**src/ubir_pkg.sv**
```systemverilog
// Shared constants for the baud divisor, debug control and infrared coder block.
// Assumes an 8-bit register port with byte offsets as listed below.
`default_nettype none
package ubir_pkg;
  localparam int DATA_W = 8;
  localparam int ADDR_W = 8;
  localparam int DIV_W = 16;
  localparam int RX_FILTER_SAMPLE_COUNT_W = 7;
  localparam logic [7:0] OFS_DIV_LOW = 8'h08;
  localparam logic [7:0] OFS_DIV_HIGH = 8'h09;
  localparam logic [7:0] OFS_DBG = 8'h0b;
  localparam logic [7:0] OFS_INFRARED_EVENT_CONTROL = 8'h0c;
  localparam logic [7:0] OFS_TX_PULSE_WIDTH_VALUE = 8'h0d;
  localparam logic [7:0] OFS_RX_FILTER_SAMPLE_COUNT = 8'h0e;
  localparam logic [15:0] DIV_RESET = 16'h0000;
  localparam logic [7:0] CTRL_RESET = 8'h00;
  localparam int BIT_RUN_DBG = 0;
  localparam int BIT_EV_IN = 0;
  localparam logic [7:0] TX_PULSE_WIDTH_VALUE_SIXTEENTHS = 8'h00;
  localparam logic [7:0] TX_PULSE_WIDTH_VALUE_BYPASS = 8'hff;
  localparam logic [1:0] CMODE_INFRARED_COMM_MODE = 2'h2;
  localparam logic [7:0] PULSE_SIXTEENTHS = 8'h03;
  localparam logic [3:0] SAMPLE_LAST = 4'hf;
  localparam logic [4:0] BIT_SAMPLES = 5'h10;
endpackage
`default_nettype wire

```
**src/ubir_sync.sv**
```systemverilog
// Three-stage synchroniser for one pin input.
// The output moves only once the second and third stages agree.
`default_nettype none
module ubir_sync #(
  parameter logic RESET_VAL = 1'b1
) (
  input wire logic clk_sys,
  input wire logic reset,
  input wire logic pin_in,
  output logic sync_out
);
  logic s1_reg, s2_reg, s3_reg, out_reg;
  logic out_next;

  always_comb begin
    out_next = (s2_reg == s3_reg) ? s3_reg : out_reg;
  end

  always_ff @(posedge clk_sys) begin
    if (reset) begin
      s1_reg <= RESET_VAL;
      s2_reg <= RESET_VAL;
      s3_reg <= RESET_VAL;
      out_reg <= RESET_VAL;
    end else begin
      s1_reg <= pin_in;
      s2_reg <= s1_reg;
      s3_reg <= s2_reg;
      out_reg <= out_next;
    end
  end

  assign sync_out = out_reg;
endmodule
`default_nettype wire

```
**src/ubir_rx_filter.sv**
```systemverilog
// Infrared receive pulse filter: a new level is taken after len+1 equal samples.
// Disabled, it passes the input through one register.
`default_nettype none
module ubir_rx_filter #(
  parameter int LEN_W = 7
) (
  input wire logic clk_sys,
  input wire logic reset,
  input wire logic en,
  input wire logic ce,
  input wire logic [LEN_W-1:0] len,
  input wire logic din,
  output logic dout
);
  logic out_reg, out_next;
  logic [LEN_W-1:0] cnt_reg, cnt_next;

  always_comb begin
    out_next = out_reg;
    cnt_next = cnt_reg;
    if (!en) begin
      out_next = din; // [RULE_14]
      cnt_next = '0;
    end else if (ce) begin
      if (din == out_reg) begin
        cnt_next = '0;
      end else if (cnt_reg == len) begin
        out_next = din; // [RULE_15]
        cnt_next = '0;
      end else begin
        cnt_next = cnt_reg + 1'b1;
      end
    end
  end

  always_ff @(posedge clk_sys) begin
    if (reset) begin
      out_reg <= 1'b1;
      cnt_reg <= '0;
    end else begin
      out_reg <= out_next;
      cnt_reg <= cnt_next;
    end
  end

  assign dout = out_reg;
endmodule
`default_nettype wire

```
**src/ubir_top.sv**
```systemverilog
// Baud divisor, debug-run control and infrared pulse coder/decoder of a USART.
// Expects an 8-bit register port, a same-clock transmitter and receiver,
// and an asynchronous receive pin.
// Functional notes
// [RULE_01] Divisor is two bytes at base, base+1
// [RULE_02] Divisor write reloads prescaler at once
// [RULE_03] Software changes divisor only when idle
// [RULE_04] Debug halt without run bit freezes block
// [RULE_05] Run bit set keeps block running halted
// [RULE_06] Event enable selects event as IR input
// [RULE_07] Event input disconnects the receive pin
// [RULE_08] Pulse width zero gives 3/16 bit pulses
// [RULE_09] Width 1..254 gives that many clocks
// [RULE_10] Pulses start on baud clock rising edge
// [RULE_11] Width 255 bypasses coding both directions
// [RULE_12] Transmit width matters only in IR mode
// [RULE_13] Software sets transmit width before enabling
// [RULE_14] Receive length zero disables the filter
// [RULE_15] Length x accepts after x+1 equal samples
// [RULE_16] Receive length matters only in IR mode
// [RULE_17] Software sets receive length before enabling
// [RULE_18] Software keeps speed mode normal in IR
`default_nettype none
module ubir_top (
  input wire logic clk_sys,
  input wire logic reset,
  input wire logic [ubir_pkg::ADDR_W-1:0] addr,
  input wire logic [ubir_pkg::DATA_W-1:0] wr_data,
  input wire logic wr_en,
  input wire logic rd_en,
  output logic [ubir_pkg::DATA_W-1:0] rd_data,
  input wire logic [1:0] comm_mode,
  input wire logic transmitter_enable,
  input wire logic receiver_enable,
  input wire logic debug_halted,
  input wire logic event_in,
  input wire logic rxd_pin,
  input wire logic tx_serial,
  output logic txd_out,
  output logic rx_serial,
  output logic sample_tick,
  output logic [ubir_pkg::DIV_W-1:0] baud_divisor
);
  logic [15:0] div_reg, div_next;
  logic [7:0] dbg_reg, dbg_next;
  logic [7:0] ev_reg, ev_next;
  logic [7:0] tx_pulse_width_value_reg, tx_pulse_width_value_next;
  logic [6:0] rx_filter_sample_count_reg, rx_filter_sample_count_next;
  logic [7:0] rd_reg, rd_next;
  logic [15:0] presc_reg, presc_next;
  logic tick_reg, tick_next;
  logic [3:0] samp_reg, samp_next;
  logic [7:0] pulse_reg, pulse_next;
  logic frac_reg, frac_next;
  logic txd_reg, txd_next;
  logic [4:0] demod_reg, demod_next;
  logic prev_reg, prev_next;
  logic rx_reg, rx_next;
  logic halted, ir_mode, bypass, coded, div_wr, baud_rise, pulse_start;
  logic ev_gated, rx_src, rxd_sync, rx_filt, filt_en;

  ubir_sync #(.RESET_VAL(1'b1)) u_rxd_sync (
    .clk_sys(clk_sys),
    .reset(reset),
    .pin_in(rxd_pin),
    .sync_out(rxd_sync)
  );

  // Register file
  always_comb begin
    div_next = div_reg;
    dbg_next = dbg_reg;
    ev_next = ev_reg;
    tx_pulse_width_value_next = tx_pulse_width_value_reg;
    rx_filter_sample_count_next = rx_filter_sample_count_reg;
    rd_next = '0;
    if (wr_en) begin
      unique case (addr)
        ubir_pkg::OFS_DIV_LOW: div_next[7:0] = wr_data; // [RULE_01]
        ubir_pkg::OFS_DIV_HIGH: div_next[15:8] = wr_data; // [RULE_01]
        ubir_pkg::OFS_DBG: dbg_next = {7'h00, wr_data[ubir_pkg::BIT_RUN_DBG]};
        ubir_pkg::OFS_INFRARED_EVENT_CONTROL: ev_next = {7'h00, wr_data[ubir_pkg::BIT_EV_IN]};
        ubir_pkg::OFS_TX_PULSE_WIDTH_VALUE: tx_pulse_width_value_next = wr_data;
        ubir_pkg::OFS_RX_FILTER_SAMPLE_COUNT: rx_filter_sample_count_next = wr_data[6:0];
        default: ;
      endcase
    end
    if (rd_en) begin
      unique case (addr)
        ubir_pkg::OFS_DIV_LOW: rd_next = div_reg[7:0];
        ubir_pkg::OFS_DIV_HIGH: rd_next = div_reg[15:8];
        ubir_pkg::OFS_DBG: rd_next = dbg_reg;
        ubir_pkg::OFS_INFRARED_EVENT_CONTROL: rd_next = ev_reg;
        ubir_pkg::OFS_TX_PULSE_WIDTH_VALUE: rd_next = tx_pulse_width_value_reg;
        ubir_pkg::OFS_RX_FILTER_SAMPLE_COUNT: rd_next = {1'b0, rx_filter_sample_count_reg};
        default: rd_next = '0;
      endcase
    end
  end

  always_ff @(posedge clk_sys) begin
    if (reset) begin
      div_reg <= ubir_pkg::DIV_RESET;
      dbg_reg <= ubir_pkg::CTRL_RESET;
      ev_reg <= ubir_pkg::CTRL_RESET;
      tx_pulse_width_value_reg <= ubir_pkg::CTRL_RESET;
      rx_filter_sample_count_reg <= ubir_pkg::CTRL_RESET[6:0];
      rd_reg <= '0;
    end else begin
      div_reg <= div_next;
      dbg_reg <= dbg_next;
      ev_reg <= ev_next;
      tx_pulse_width_value_reg <= tx_pulse_width_value_next;
      rx_filter_sample_count_reg <= rx_filter_sample_count_next;
      rd_reg <= rd_next;
    end
  end

  // Mode decode
  always_comb begin
    halted = debug_halted && !dbg_reg[ubir_pkg::BIT_RUN_DBG]; // [RULE_04] [RULE_05]
    ir_mode = comm_mode == ubir_pkg::CMODE_INFRARED_COMM_MODE; // [RULE_12] [RULE_16]
    bypass = tx_pulse_width_value_reg == ubir_pkg::TX_PULSE_WIDTH_VALUE_BYPASS; // [RULE_11]
    coded = ir_mode && !bypass;
    div_wr = wr_en && (addr == ubir_pkg::OFS_DIV_LOW || addr == ubir_pkg::OFS_DIV_HIGH);
    ev_gated = halted ? 1'b1 : event_in; // [RULE_04]
    // Pin is not looked at while the event channel feeds the receiver
    rx_src = (ir_mode && ev_reg[ubir_pkg::BIT_EV_IN]) ? ev_gated : rxd_sync; // [RULE_06] [RULE_07]
    filt_en = coded && rx_filter_sample_count_reg != '0; // [RULE_14] [RULE_16]
  end

  ubir_rx_filter #(.LEN_W(ubir_pkg::RX_FILTER_SAMPLE_COUNT_W)) u_rx_filter (
    .clk_sys(clk_sys),
    .reset(reset),
    .en(filt_en),
    .ce(!halted),
    .len(rx_filter_sample_count_reg),
    .din(rx_src),
    .dout(rx_filt)
  );

  // Prescaler and sixteenth-bit sample counter
  always_comb begin
    presc_next = presc_reg;
    tick_next = 1'b0;
    samp_next = samp_reg;
    // A divisor write restarts the count so the new rate applies at once
    if (div_wr) begin
      presc_next = div_next; // [RULE_02]
    end else if (!halted) begin
      if (presc_reg == '0) begin
        presc_next = div_reg;
        tick_next = 1'b1;
        samp_next = samp_reg + 1'b1;
      end else begin
        presc_next = presc_reg - 1'b1;
      end
    end
    baud_rise = tick_next && samp_reg == ubir_pkg::SAMPLE_LAST;
  end

  always_ff @(posedge clk_sys) begin
    if (reset) begin
      presc_reg <= ubir_pkg::DIV_RESET;
      tick_reg <= 1'b0;
      samp_reg <= '0;
    end else begin
      presc_reg <= presc_next;
      tick_reg <= tick_next;
      samp_reg <= samp_next;
    end
  end

  // Transmit modulator: a zero bit becomes one short low pulse
  always_comb begin
    pulse_next = pulse_reg;
    frac_next = frac_reg;
    pulse_start = coded && transmitter_enable && baud_rise && !tx_serial
      && pulse_reg == '0; // [RULE_10]
    if (pulse_start) begin
      frac_next = tx_pulse_width_value_reg == ubir_pkg::TX_PULSE_WIDTH_VALUE_SIXTEENTHS;
      pulse_next = frac_next ? ubir_pkg::PULSE_SIXTEENTHS : tx_pulse_width_value_reg; // [RULE_08] [RULE_09]
    end else if (!halted && pulse_reg != '0 && (!frac_reg || tick_next)) begin
      pulse_next = pulse_reg - 1'b1;
    end
    txd_next = coded ? pulse_next == '0 : tx_serial; // [RULE_11] [RULE_12]
  end

  always_ff @(posedge clk_sys) begin
    if (reset) begin
      pulse_reg <= '0;
      frac_reg <= 1'b0;
      txd_reg <= 1'b1;
    end else begin
      pulse_reg <= pulse_next;
      frac_reg <= frac_next;
      txd_reg <= txd_next;
    end
  end

  // Receive demodulator: a falling pulse edge stretches to one bit time
  always_comb begin
    demod_next = demod_reg;
    prev_next = rx_filt;
    if (!coded) begin
      demod_next = '0;
    end else if (prev_reg && !rx_filt) begin
      demod_next = ubir_pkg::BIT_SAMPLES;
    end else if (tick_next && demod_reg != '0) begin
      demod_next = demod_reg - 1'b1;
    end
    if (!receiver_enable) begin
      rx_next = 1'b1;
    end else if (coded) begin
      rx_next = demod_next == '0;
    end else begin
      rx_next = rx_src; // [RULE_11] [RULE_16]
    end
  end

  always_ff @(posedge clk_sys) begin
    if (reset) begin
      demod_reg <= '0;
      prev_reg <= 1'b1;
      rx_reg <= 1'b1;
    end else begin
      demod_reg <= demod_next;
      prev_reg <= prev_next;
      rx_reg <= rx_next;
    end
  end

  assign rd_data = rd_reg;
  assign txd_out = txd_reg;
  assign rx_serial = rx_reg;
  assign sample_tick = tick_reg;
  assign baud_divisor = div_reg;
endmodule
`default_nettype wire

```
**config.mk**
```make
export PLATFORM = sky130hd
export DESIGN_NAME = ubir_top
export DESIGN_NICKNAME = d
export VERILOG_FILES = /design/src/ubir_pkg.sv /design/src/ubir_sync.sv /design/src/ubir_rx_filter.sv /design/src/ubir_top.sv
export SDC_FILE = /design/constraint.sdc
export NUM_CORES = 1
export LEC_CHECK = 0
export ABC_AREA = 1
export BUFFER_PORTS_ARGS = -buffer_cell sky130_fd_sc_hd__buf_2
export CORE_AREA = 2 2 94 96
export CTS_CLUSTER_SIZE = 14
export DETAILED_ROUTE_END_ITERATION = 12
export DIE_AREA = 0 0 96 98
export PLACE_DENSITY = 0.8
export SYNTH_ARGS = -nofsm -noshare
export SYNTH_HDL_FRONTEND = slang
export SYNTH_HIERARCHICAL = 1
export SYNTH_SLANG_ARGS = --single-unit
```
**constraint.sdc**
```tcl
create_clock -name clk_sys -period 3.8 [get_ports clk_sys]
set_clock_uncertainty 0.15 [all_clocks]
set_input_delay 0.95 -clock clk_sys [delete_from_list [all_inputs] [get_ports clk_sys]]
set_output_delay 0.95 -clock clk_sys [all_outputs]
set_load 0.05 [all_outputs]
```
==> metrics.txt, run 1 <==
Num CTS Buffers=9; Final GP Congestion=1.05; RSZ-0062 raised after global routing=no; layout cells sized above 1=0.155; slew margin rel.=0.403; Port Buffers=54; via count=5021; Syn-to-layout area delta=11.4%; Final Slew Violations=0; clock buffer depth=2; run status=complete, no violations; worst vdd ir=0.500 mV; Core Rows=34; final worst-path cycle share=0.709; fin crit period=about 2.7 ns; Mean Syn Cell Area=6.87 µm²; sequential cell area=0.00182 mm²; Clk Latency, worst-skew pair=0.36 ns; Worst path slowest cell=nand2_1; Iteration-0 DRC Markers=367; first-pass GRT wire length=~23000 µm; sequential cell area fraction in the yosys report=0.370; share of the synthesized area in the top cell type=0.370; total of max-cap violations=0; Netlist Area Pre-Place=0.00492 mm²; CP Launch Type=primary input; CTS tree=built; starting density of the core=0.581; Die Width=96 µm; final hold violation count=0; antenna-violating nets left=0; hold_ws=~0.30 ns; largest net degree at the start of global routing=47; ys flop type=dfxtp_1; Ports=55; Syn Inst Count=716; Post-Route WL=~14000 µm; vias in the first global route=around 5k; dpl hpwl=10500 µm; number of remaining DRC errors=0; post-CTS setup buffers=0; measured slew at the worst slew-check pin=0.885 ns; setup TNS=0 ns; critical path's top delay family=simple AND/OR/NAND/NOR gates; die height=98 µm; Syn Nets=~750; ranking of synthesized cells by area=dfxtp_1, nand2_1, nor2_1, inv_1, nand3_1; # nets final=roughly 800; power consumption=3.00 mW; # resized after CTS=0; clk sink count=91; CP cell instances=buf_2, inv_1, nand2_2, nor2_4, nand2_2, nand2_2, nand2_4, nand2_1, inv_1, o21ai_0, a21oi_1, a211oi_1, nor2_1; leakage power=2.43 nW; final setup violation count=0; Worst Path Max Fanout=18; initial antenna violation count=0; Worst Setup Path Type=primary input to register; Placeable Area=0.00847 mm²; multi-input combinational cell area=0.00269 mm²; ys async rst share=0; Synth Register Bits=91; cell accounting for the most synthesized area=dfxtp_1; drt first pass iters=7; Data arrival, critical path=2.79 ns; Clk pin slew, worst setup/hold paths=roughly 0.09 ns; Peak Freq=371 MHz; CP Data Required Time=3.89 ns; most frequent CP cell=nand2_2; worst hold path class=register to register; die area=0.00941 mm²; pwr dens=548 mW/mm²; Global Route Usage Sum=0.310; fillers=798; CTS root buffer=clkbuf_8; Post-synth top cells=nand2_1, nor2_1, dfxtp_1, inv_1, nand3_1; Ant. Diodes=0; post-DR wirelength/cell=15.9 µm; Post-synth EDFFs=0; count of cell types in the netlist=46; CP bufs+invs=3; most frequent cell after synthesis=nand2_1; CTS Hold Bufs=0; H-tree depth=3; vias per inst=5.71; CP peak stage delay=roughly 0.39 ns; Synth warnings=6; remaining global-route overflow=0; Critical Path Sink Type=register
-- worst paths after layout --
check | from | endpoint | slack [ns] | cells past startpoint
worst min register to register | u_rxd_sync/s1_reg | u_rxd_sync/s2_reg | 0.30 | 1
worst max register to register | presc_reg[0] | txd_out | 1.33 | 13
worst max-delay path | addr[5] | presc_reg[12] | 1.10 | 13
worst min-delay path | u_rxd_sync/s1_reg | u_rxd_sync/s2_reg | 0.30 | 1
-- cells by family (layout without fill, tap and decap cells) --
family,count (synthesis),after routing,synth area share
and+or+nand+nor,362,362,0.338
AOI/OAI and AO/OA,131,131,0.158
buffers and inverters,107,163,0.0837
DFF,91,91,0.370
xor gates and xnor gates,17,17,0.0303
adders and majority gates,7,7,0.0178
muxes,1,1,0.00204
-- where the power goes --
part           internal (mW)  switching, mW
logic                  0.411          0.773
clock network          0.322          0.353
registers               1.05         0.0951
-- final cells by class --
| class | count | area share |
|---|---|---|
| inverter | 89 | 0.0610 |
| clock buffer | 10 | 0.0251 |
| sequential | 91 | 0.332 |
| timing repair buffer | 58 | 0.0548 |
| tap | 108 | 0.0247 |
| clock inverter | 6 | 0.0119 |
| multi-input combinational | 518 | 0.490 |
-- metrics by stage --
stage | cell area [µm²] | setup WS (ns) | util | std cells
6_report | 5480 | 1.10 | 0.647 | 880
5_1_grt | 5480 | 0.899 | 0.647 | 880
4_1_cts | 5480 | 1.15 | 0.647 | 880
3_5_place_dp | 5280 | 0.783 | 0.623 | 864
3_3_place_gp | 5280 | 0.857 | 0.623 | 864
2_1_floorplan | 4920 | 1.37 | - | 716
-- cells in the final DEF, fill, tap and decap left out, types with 12 or more instances in the layout --
cell / netlist / layout
a21oi_1: 40 / 40
buf_2: 5 / 54
dfxtp_1: 91 / 91
inv_1: 80 / 80
nand2_1: 135 / 135
nand3_1: 53 / 53
nand4_1: 12 / 12
nor2_1: 112 / 112
o21ai_0: 40 / 40
o22ai_1: 14 / 14
-- layer usage --
| metal | part of all wire | track usage | vias up |
|---|---|---|---|
| li1 | - | - | 2459 |
| met1 | 0.40 | 0.374 | 2305 |
| met2 | 0.51 | 0.538 | 208 |
| met3 | 0.061 | 0.0401 | 49 |
| met4 | 0.033 | 0.141 | 0 |
| met5 | 0 | 0 | - |
Power figures use the tool's default switching activity.
==> run 2, diff against run 1 <==
--- a/config.mk
+++ b/config.mk
@@ -7,11 +7,11 @@
 export LEC_CHECK = 0
 export ABC_AREA = 1
 export BUFFER_PORTS_ARGS = -buffer_cell sky130_fd_sc_hd__buf_2
-export CORE_AREA = 2 2 94 96
+export CORE_AREA = 2 2 100 102
 export CTS_CLUSTER_SIZE = 14
 export DETAILED_ROUTE_END_ITERATION = 12
-export DIE_AREA = 0 0 96 98
-export PLACE_DENSITY = 0.8
+export DIE_AREA = 0 0 102 104
+export PLACE_DENSITY = 0.75
 export SYNTH_ARGS = -nofsm -noshare
 export SYNTH_HDL_FRONTEND = slang
 export SYNTH_HIERARCHICAL = 1
==> constraint.sdc (replaced) <==
create_clock -name clk_sys -period 2.45 [get_ports clk_sys]
set_clock_uncertainty 0.15 [all_clocks]
set_input_delay 0.6125 -clock clk_sys [delete_from_list [all_inputs] [get_ports clk_sys]]
set_output_delay 0.6125 -clock clk_sys [all_outputs]
set_load 0.05 [all_outputs]
==> run 2 against run 1 <==
Against the previous run: hold slack worse by 0.016 ns; clock power up 37%; register-to-register slack worse by 1.1 ns; critical path type is now register to register; largest power group unchanged.
==> metrics.txt, run 2 (synthesized netlist as in run 1, its figures left out) <==
fin area=0.00561 mm²; Clk Latency, worst-skew pair=around 0.36 ns; final hold violation count=0; worst vdd ir=0.641 mV; post-place setup slack=0.0534 ns; Worst Path Max Fanout=5; clk sink count=91; Final GP Congestion=0.909; CTS root buffer=clkbuf_8; total of max-cap violations=0; number of remaining DRC errors=0; Clk pin slew, worst setup/hold paths=~0.09 ns; Worst R2R End=txd_out; clock buffer depth=2; DR WL met3=889 µm; Ant. Diodes=0; Syn-to-layout area delta=14.1%; CP bufs+invs=1; hold path startpoint=rxd_pin; measured slew at the worst slew-check pin=0.828 ns; run status=complete, no violations; Global Route Usage Sum=0.264; Placeable Area=0.00955 mm²; Worst Setup Path Type=register to register; Worst R2R Setup Slack=a little over 0.2 ns; vias in the first global route=4762; drt first pass iters=7; final worst-path cycle share=0.917; combinational fraction of design power=0.398; # nets final=817; critical path's top delay family=simple AND/OR/NAND/NOR gates; via count=5010; Final Slew Violations=0; Port Buffers=54; antenna-violating nets left=0; leakage power=about 2.5 nW; CP peak stage delay=between 0.3 and 0.4 ns; CTS Hold Bufs=0; starting density of the core=0.515; hold depth=2; Iteration-0 DRC Markers=240; wire length on met2=6550 µm; Die Width=102 µm; crit path setup slack, layout=a little over 0.2 ns; vias per inst=~5.5; initial antenna violation count=0; H-tree depth=3; slew margin rel.=0.441; Sw Ratio=0.393; Peak Freq=about 440 MHz; Worst path slowest cell=dfxtp_1; Sw Pwr=approximately 1.8 mW; top routing layer in use=met4; Data arrival, critical path=2.36 ns; largest net degree at the start of global routing=31; worst hold path class=primary input to register; commonest non-fill, non-tap cell in the layout=nand2_1; Clk pwr share=0.207; Ports=55; final setup violation count=0; pwr dens=797 mW/mm²; fin crit period=about 2.2 ns; post-DR wirelength/cell=roughly 15 µm; die area=0.0106 mm²; Power Internal=about 2.7 mW; most frequent CP cell=nor2_1; Critical Path Sink Type=register; sequential power share=0.395; CTS tree=built; Post-Route WL=13500 µm; Placed Area=0.00543 mm²; Num CTS Buffers=9; fillers=927; CP Launch Type=register; first-pass GRT wire length=22400 µm; CP Data Required Time=2.56 ns; layout cells sized above 1=0.172; Min-Delay Endpoint=u_rxd_sync/s1_reg; Core Rows=36; dpl hpwl=10200 µm; most frequent cells in the layout=nand2_1, nor2_1, dfxtp_1, inv_1, buf_2; worst r2r path cells=13; remaining global-route overflow=0; die height=104 µm; CP cell instances=inv_1, ha_1, nand2_1, nor2_1, nand3_2, nor2_2, nand4_1, nor2_1, nor2_1, nand3_1, nor2_1, nand2_1, nand2_1; met1 WL=roughly 5600 µm; FF-to-FF Start=pulse_reg[0]
-- run 2: final cells by class --
type / instances / area, µm² / area share
flip-flops and latches: 91 / 1820 / 0.325
inverters: 89 / 334 / 0.0595
well taps: 133 / 166 / 0.0296
clock inverters: 2 / 12.5 / 0.00223
repair buffers: 73 / 425 / 0.0758
clock buffers: 12 / 155 / 0.0276
multi-input cells: 518 / 2700 / 0.481
-- run 2: worst max-delay path by stage --
stage,from,endpoint,slack [ns],cells after the start
after global routing,pulse_reg[0],txd_out,-0.03,14
final,pulse_reg[0],txd_out,0.20,13
after floorplan,addr[5],samp_reg[3],0.36,11
after global placement,addr[6],txd_out,0.08,17
after detailed placement,addr[6],txd_out,0.05,16
after CTS,pulse_reg[0],txd_out,0.19,14
-- run 2: through the flow --
stage	setup TNS [ns]	instances	hold slack [ns]	util	total power [mW]
after floorplan	0	716	0.235	-	3.15
after global placement	0	904	0.250	0.569	3.52
after detailed placement	0	904	0.266	0.569	3.54
after CTS	0	918	0.271	0.586	4.48
after global routing	-0.0258	918	0.271	0.588	4.83
final	0	918	0.283	0.588	4.47
-- run 2: what timing repair did --
action,4_1_cts,5_1_grt
setup buffers,0,0
setup endpoints to repair,0,1
gates resized for setup,0,3
-- run 2: power groups by stage --
| stage | clock, mW | combinational [mW] | sequential (mW) |
|---|---|---|---|
| after global placement | 0 | 1.73 | 1.79 |
| after floorplan | 0 | 1.36 | 1.79 |
| final | 0.925 | 1.78 | 1.76 |
| after global routing | 1.01 | 2.03 | 1.78 |
| after detailed placement | 0 | 1.75 | 1.80 |
| after CTS | 0.948 | 1.77 | 1.76 |
-- run 2: metal layers --
metal	track usage	vias to the layer above
li1	-	2486
met1	0.334	2323
met2	0.435	173
met3	0.0403	28
met4	0.129	0
met5	0	-
-- run 2: worst reg2reg max path, cell delays in order (launching register included) --
cell     delay, ns
dfxtp_1       0.32
inv_1         0.10
ha_1          0.22
nand2_1       0.07
nor2_1        0.19
nand3_2       0.18
nor2_2        0.19
nand4_1       0.22
nor2_1        0.20
nor2_1        0.09
nand3_1       0.08
nor2_1        0.04
nand2_1       0.05
nand2_1       0.04
==> run 3, diff against run 2 <==
--- a/config.mk
+++ b/config.mk
@@ -7,11 +7,12 @@
 export LEC_CHECK = 0
 export ABC_AREA = 1
 export BUFFER_PORTS_ARGS = -buffer_cell sky130_fd_sc_hd__buf_2
-export CORE_AREA = 2 2 100 102
+export CORE_AREA = 2 2 94 96
 export CTS_CLUSTER_SIZE = 14
 export DETAILED_ROUTE_END_ITERATION = 12
-export DIE_AREA = 0 0 102 104
-export PLACE_DENSITY = 0.75
+export DIE_AREA = 0 0 96 98
+export GPL_TIMING_DRIVEN = 0
+export PLACE_DENSITY = 0.8
 export SYNTH_ARGS = -nofsm -noshare
 export SYNTH_HDL_FRONTEND = slang
 export SYNTH_HIERARCHICAL = 1
==> constraint.sdc (replaced) <==
create_clock -name clk_sys -period 2.77 [get_ports clk_sys]
set_clock_uncertainty 0.15 [all_clocks]
set_input_delay 0.6925 -clock clk_sys [delete_from_list [all_inputs] [get_ports clk_sys]]
set_output_delay 0.6925 -clock clk_sys [all_outputs]
set_load 0.05 [all_outputs]
==> run 3 against run 2 <==
Against the previous run: via count rose by 2.1%; sequential power fell by 11%; first-iteration DRC count rose by 40%; highest routed layer unchanged; critical endpoint is now presc_reg[1].
==> metrics.txt, run 3 (synthesized netlist as in run 1, its figures left out) <==
pwr dens=736 mW/mm²; Iteration-0 DRC Markers=336; hold depth=1; RSZ-0062 raised after global routing=no; run status=complete, no violations; vias in the first global route=about 4.8k; Core Rows=34; hold path startpoint=u_rxd_sync/s1_reg; Post-Route WL=14000 µm; clk sink count=a little over 90; worst vdd ir=0.724 mV; initial antenna violation count=0; power consumption=4.05 mW; Port Buffers=53; Worst Setup Path Type=register to register; Worst R2R End=presc_reg[1]; final hold violation count=0; Clk pin slew, worst setup/hold paths=0.09 ns; CTS root buffer=clkbuf_8; remaining global-route overflow=0; Placeable Area=roughly 0.0085 mm²; Worst R2R Setup Slack=0.48 ns; # nets final=815; setup TNS=0 ns; Final Slew Violations=0; total of max-cap violations=0; die height=98 µm; Final GP Congestion=0.957; final setup violation count=0; Data arrival, critical path=about 2.4 ns; Num CTS Buffers=9; final worst-path cycle share=0.828; commonest non-fill, non-tap cell in the layout=nand2_1; Layout Cells excl Fill=893; slew margin rel.=0.360; Final Util=0.650; Ports=55; Worst Path Max Fanout=10; worst r2r path cells=10; # resized after CTS=0; drt first pass iters=5; hold_ws=0.269 ns; CTS Hold Bufs=0; measured slew at the worst slew-check pin=0.948 ns; fillers=799; number of remaining DRC errors=0; antenna-violating nets left=0; Die Width=96 µm; post-CTS setup buffers=0; fin crit period=roughly 2.3 ns; CP Data Required Time=2.86 ns; worst hold path class=register to register; FF-to-FF Start=presc_reg[0]; Clk Latency, worst-skew pair=around 0.36 ns; H-tree depth=3; first-pass GRT wire length=22700 µm; starting density of the core=0.581; leakage power=approximately 2.4 nW; most frequent cells in the layout=nand2_1, nor2_1, dfxtp_1, inv_1, buf_2; Ant. Diodes=0; Critical Path Sink Type=register; post-DR wirelength/cell=15.7 µm; via count=5113; largest net degree at the start of global routing=15; sequential cell area=between 0.0015 and 0.002 mm²; CP Launch Type=register; placed instance count=877; die area=0.00941 mm²; Min-Delay Endpoint=u_rxd_sync/s2_reg; Global Route Usage Sum=0.310; vias per inst=5.73; Syn-to-layout area delta=11.9%; clock buffer depth=2; multi-input combinational cell area=~0.0027 mm²; dpl hpwl=10600 µm; layout cells sized above 1=0.150; CTS tree=built; Peak Freq=436 MHz
==> run 3: report_power, final <==
part           internal (mW)  total (mW)  switching, mW
sequential              1.44        1.57          0.130
combinational          0.569        1.60           1.03
clock                  0.419       0.880          0.461
==> run 3: worst max-delay path, cell delays in order (launching register included) <==
cell and delay (ns):
dfxtp_1 0.32, inv_1 0.13, ha_1 0.22, nand2_1 0.08, nor2_2 0.15, nand2_1 0.23, inv_1 0.27, buf_2 0.29
o21ai_0 0.11, a21oi_1 0.17, nor2_1 0.05
==> run 3: layout make-up <==
type,instances,area share
multi-input combinational,518,0.488
sequential,91,0.331
inverter,89,0.0607
timing repair buffer,53,0.0482
clock buffer,12,0.0245
tap,108,0.0245
buffer,18,0.0141
clock inverter,4,0.00932
==> run 3: per-layer routing <==
metal  vias to the layer above  share of wire  global-route usage
li1                       2479              -                   -
met1                      2338           0.41               0.376
met2                       248           0.49               0.535
met3                        48          0.068              0.0401
met4                         0          0.032               0.142
met5                         -              0                   0
==> run 3: worst max path at each step <==
stage | slack, ns | end | startpoint
2_1_floorplan | 0.60 | samp_reg[3] | addr[5]
3_3_place_gp | 0.21 | presc_reg[11] | addr[5]
3_5_place_dp | 0.18 | presc_reg[11] | addr[5]
4_1_cts | 0.51 | presc_reg[9] | presc_reg[0]
5_1_grt | 0.25 | txd_out | pulse_reg[0]
6_report | 0.48 | presc_reg[1] | presc_reg[0]
==> run 3: stage by stage <==
step | cell area [µm²] | worst slack (ns)
2_1_floorplan | 4920 | 0.602
3_3_place_gp | 5320 | 0.207
3_5_place_dp | 5320 | 0.183
4_1_cts | 5510 | 0.506
5_1_grt | 5510 | 0.246
6_report | 5510 | 0.476
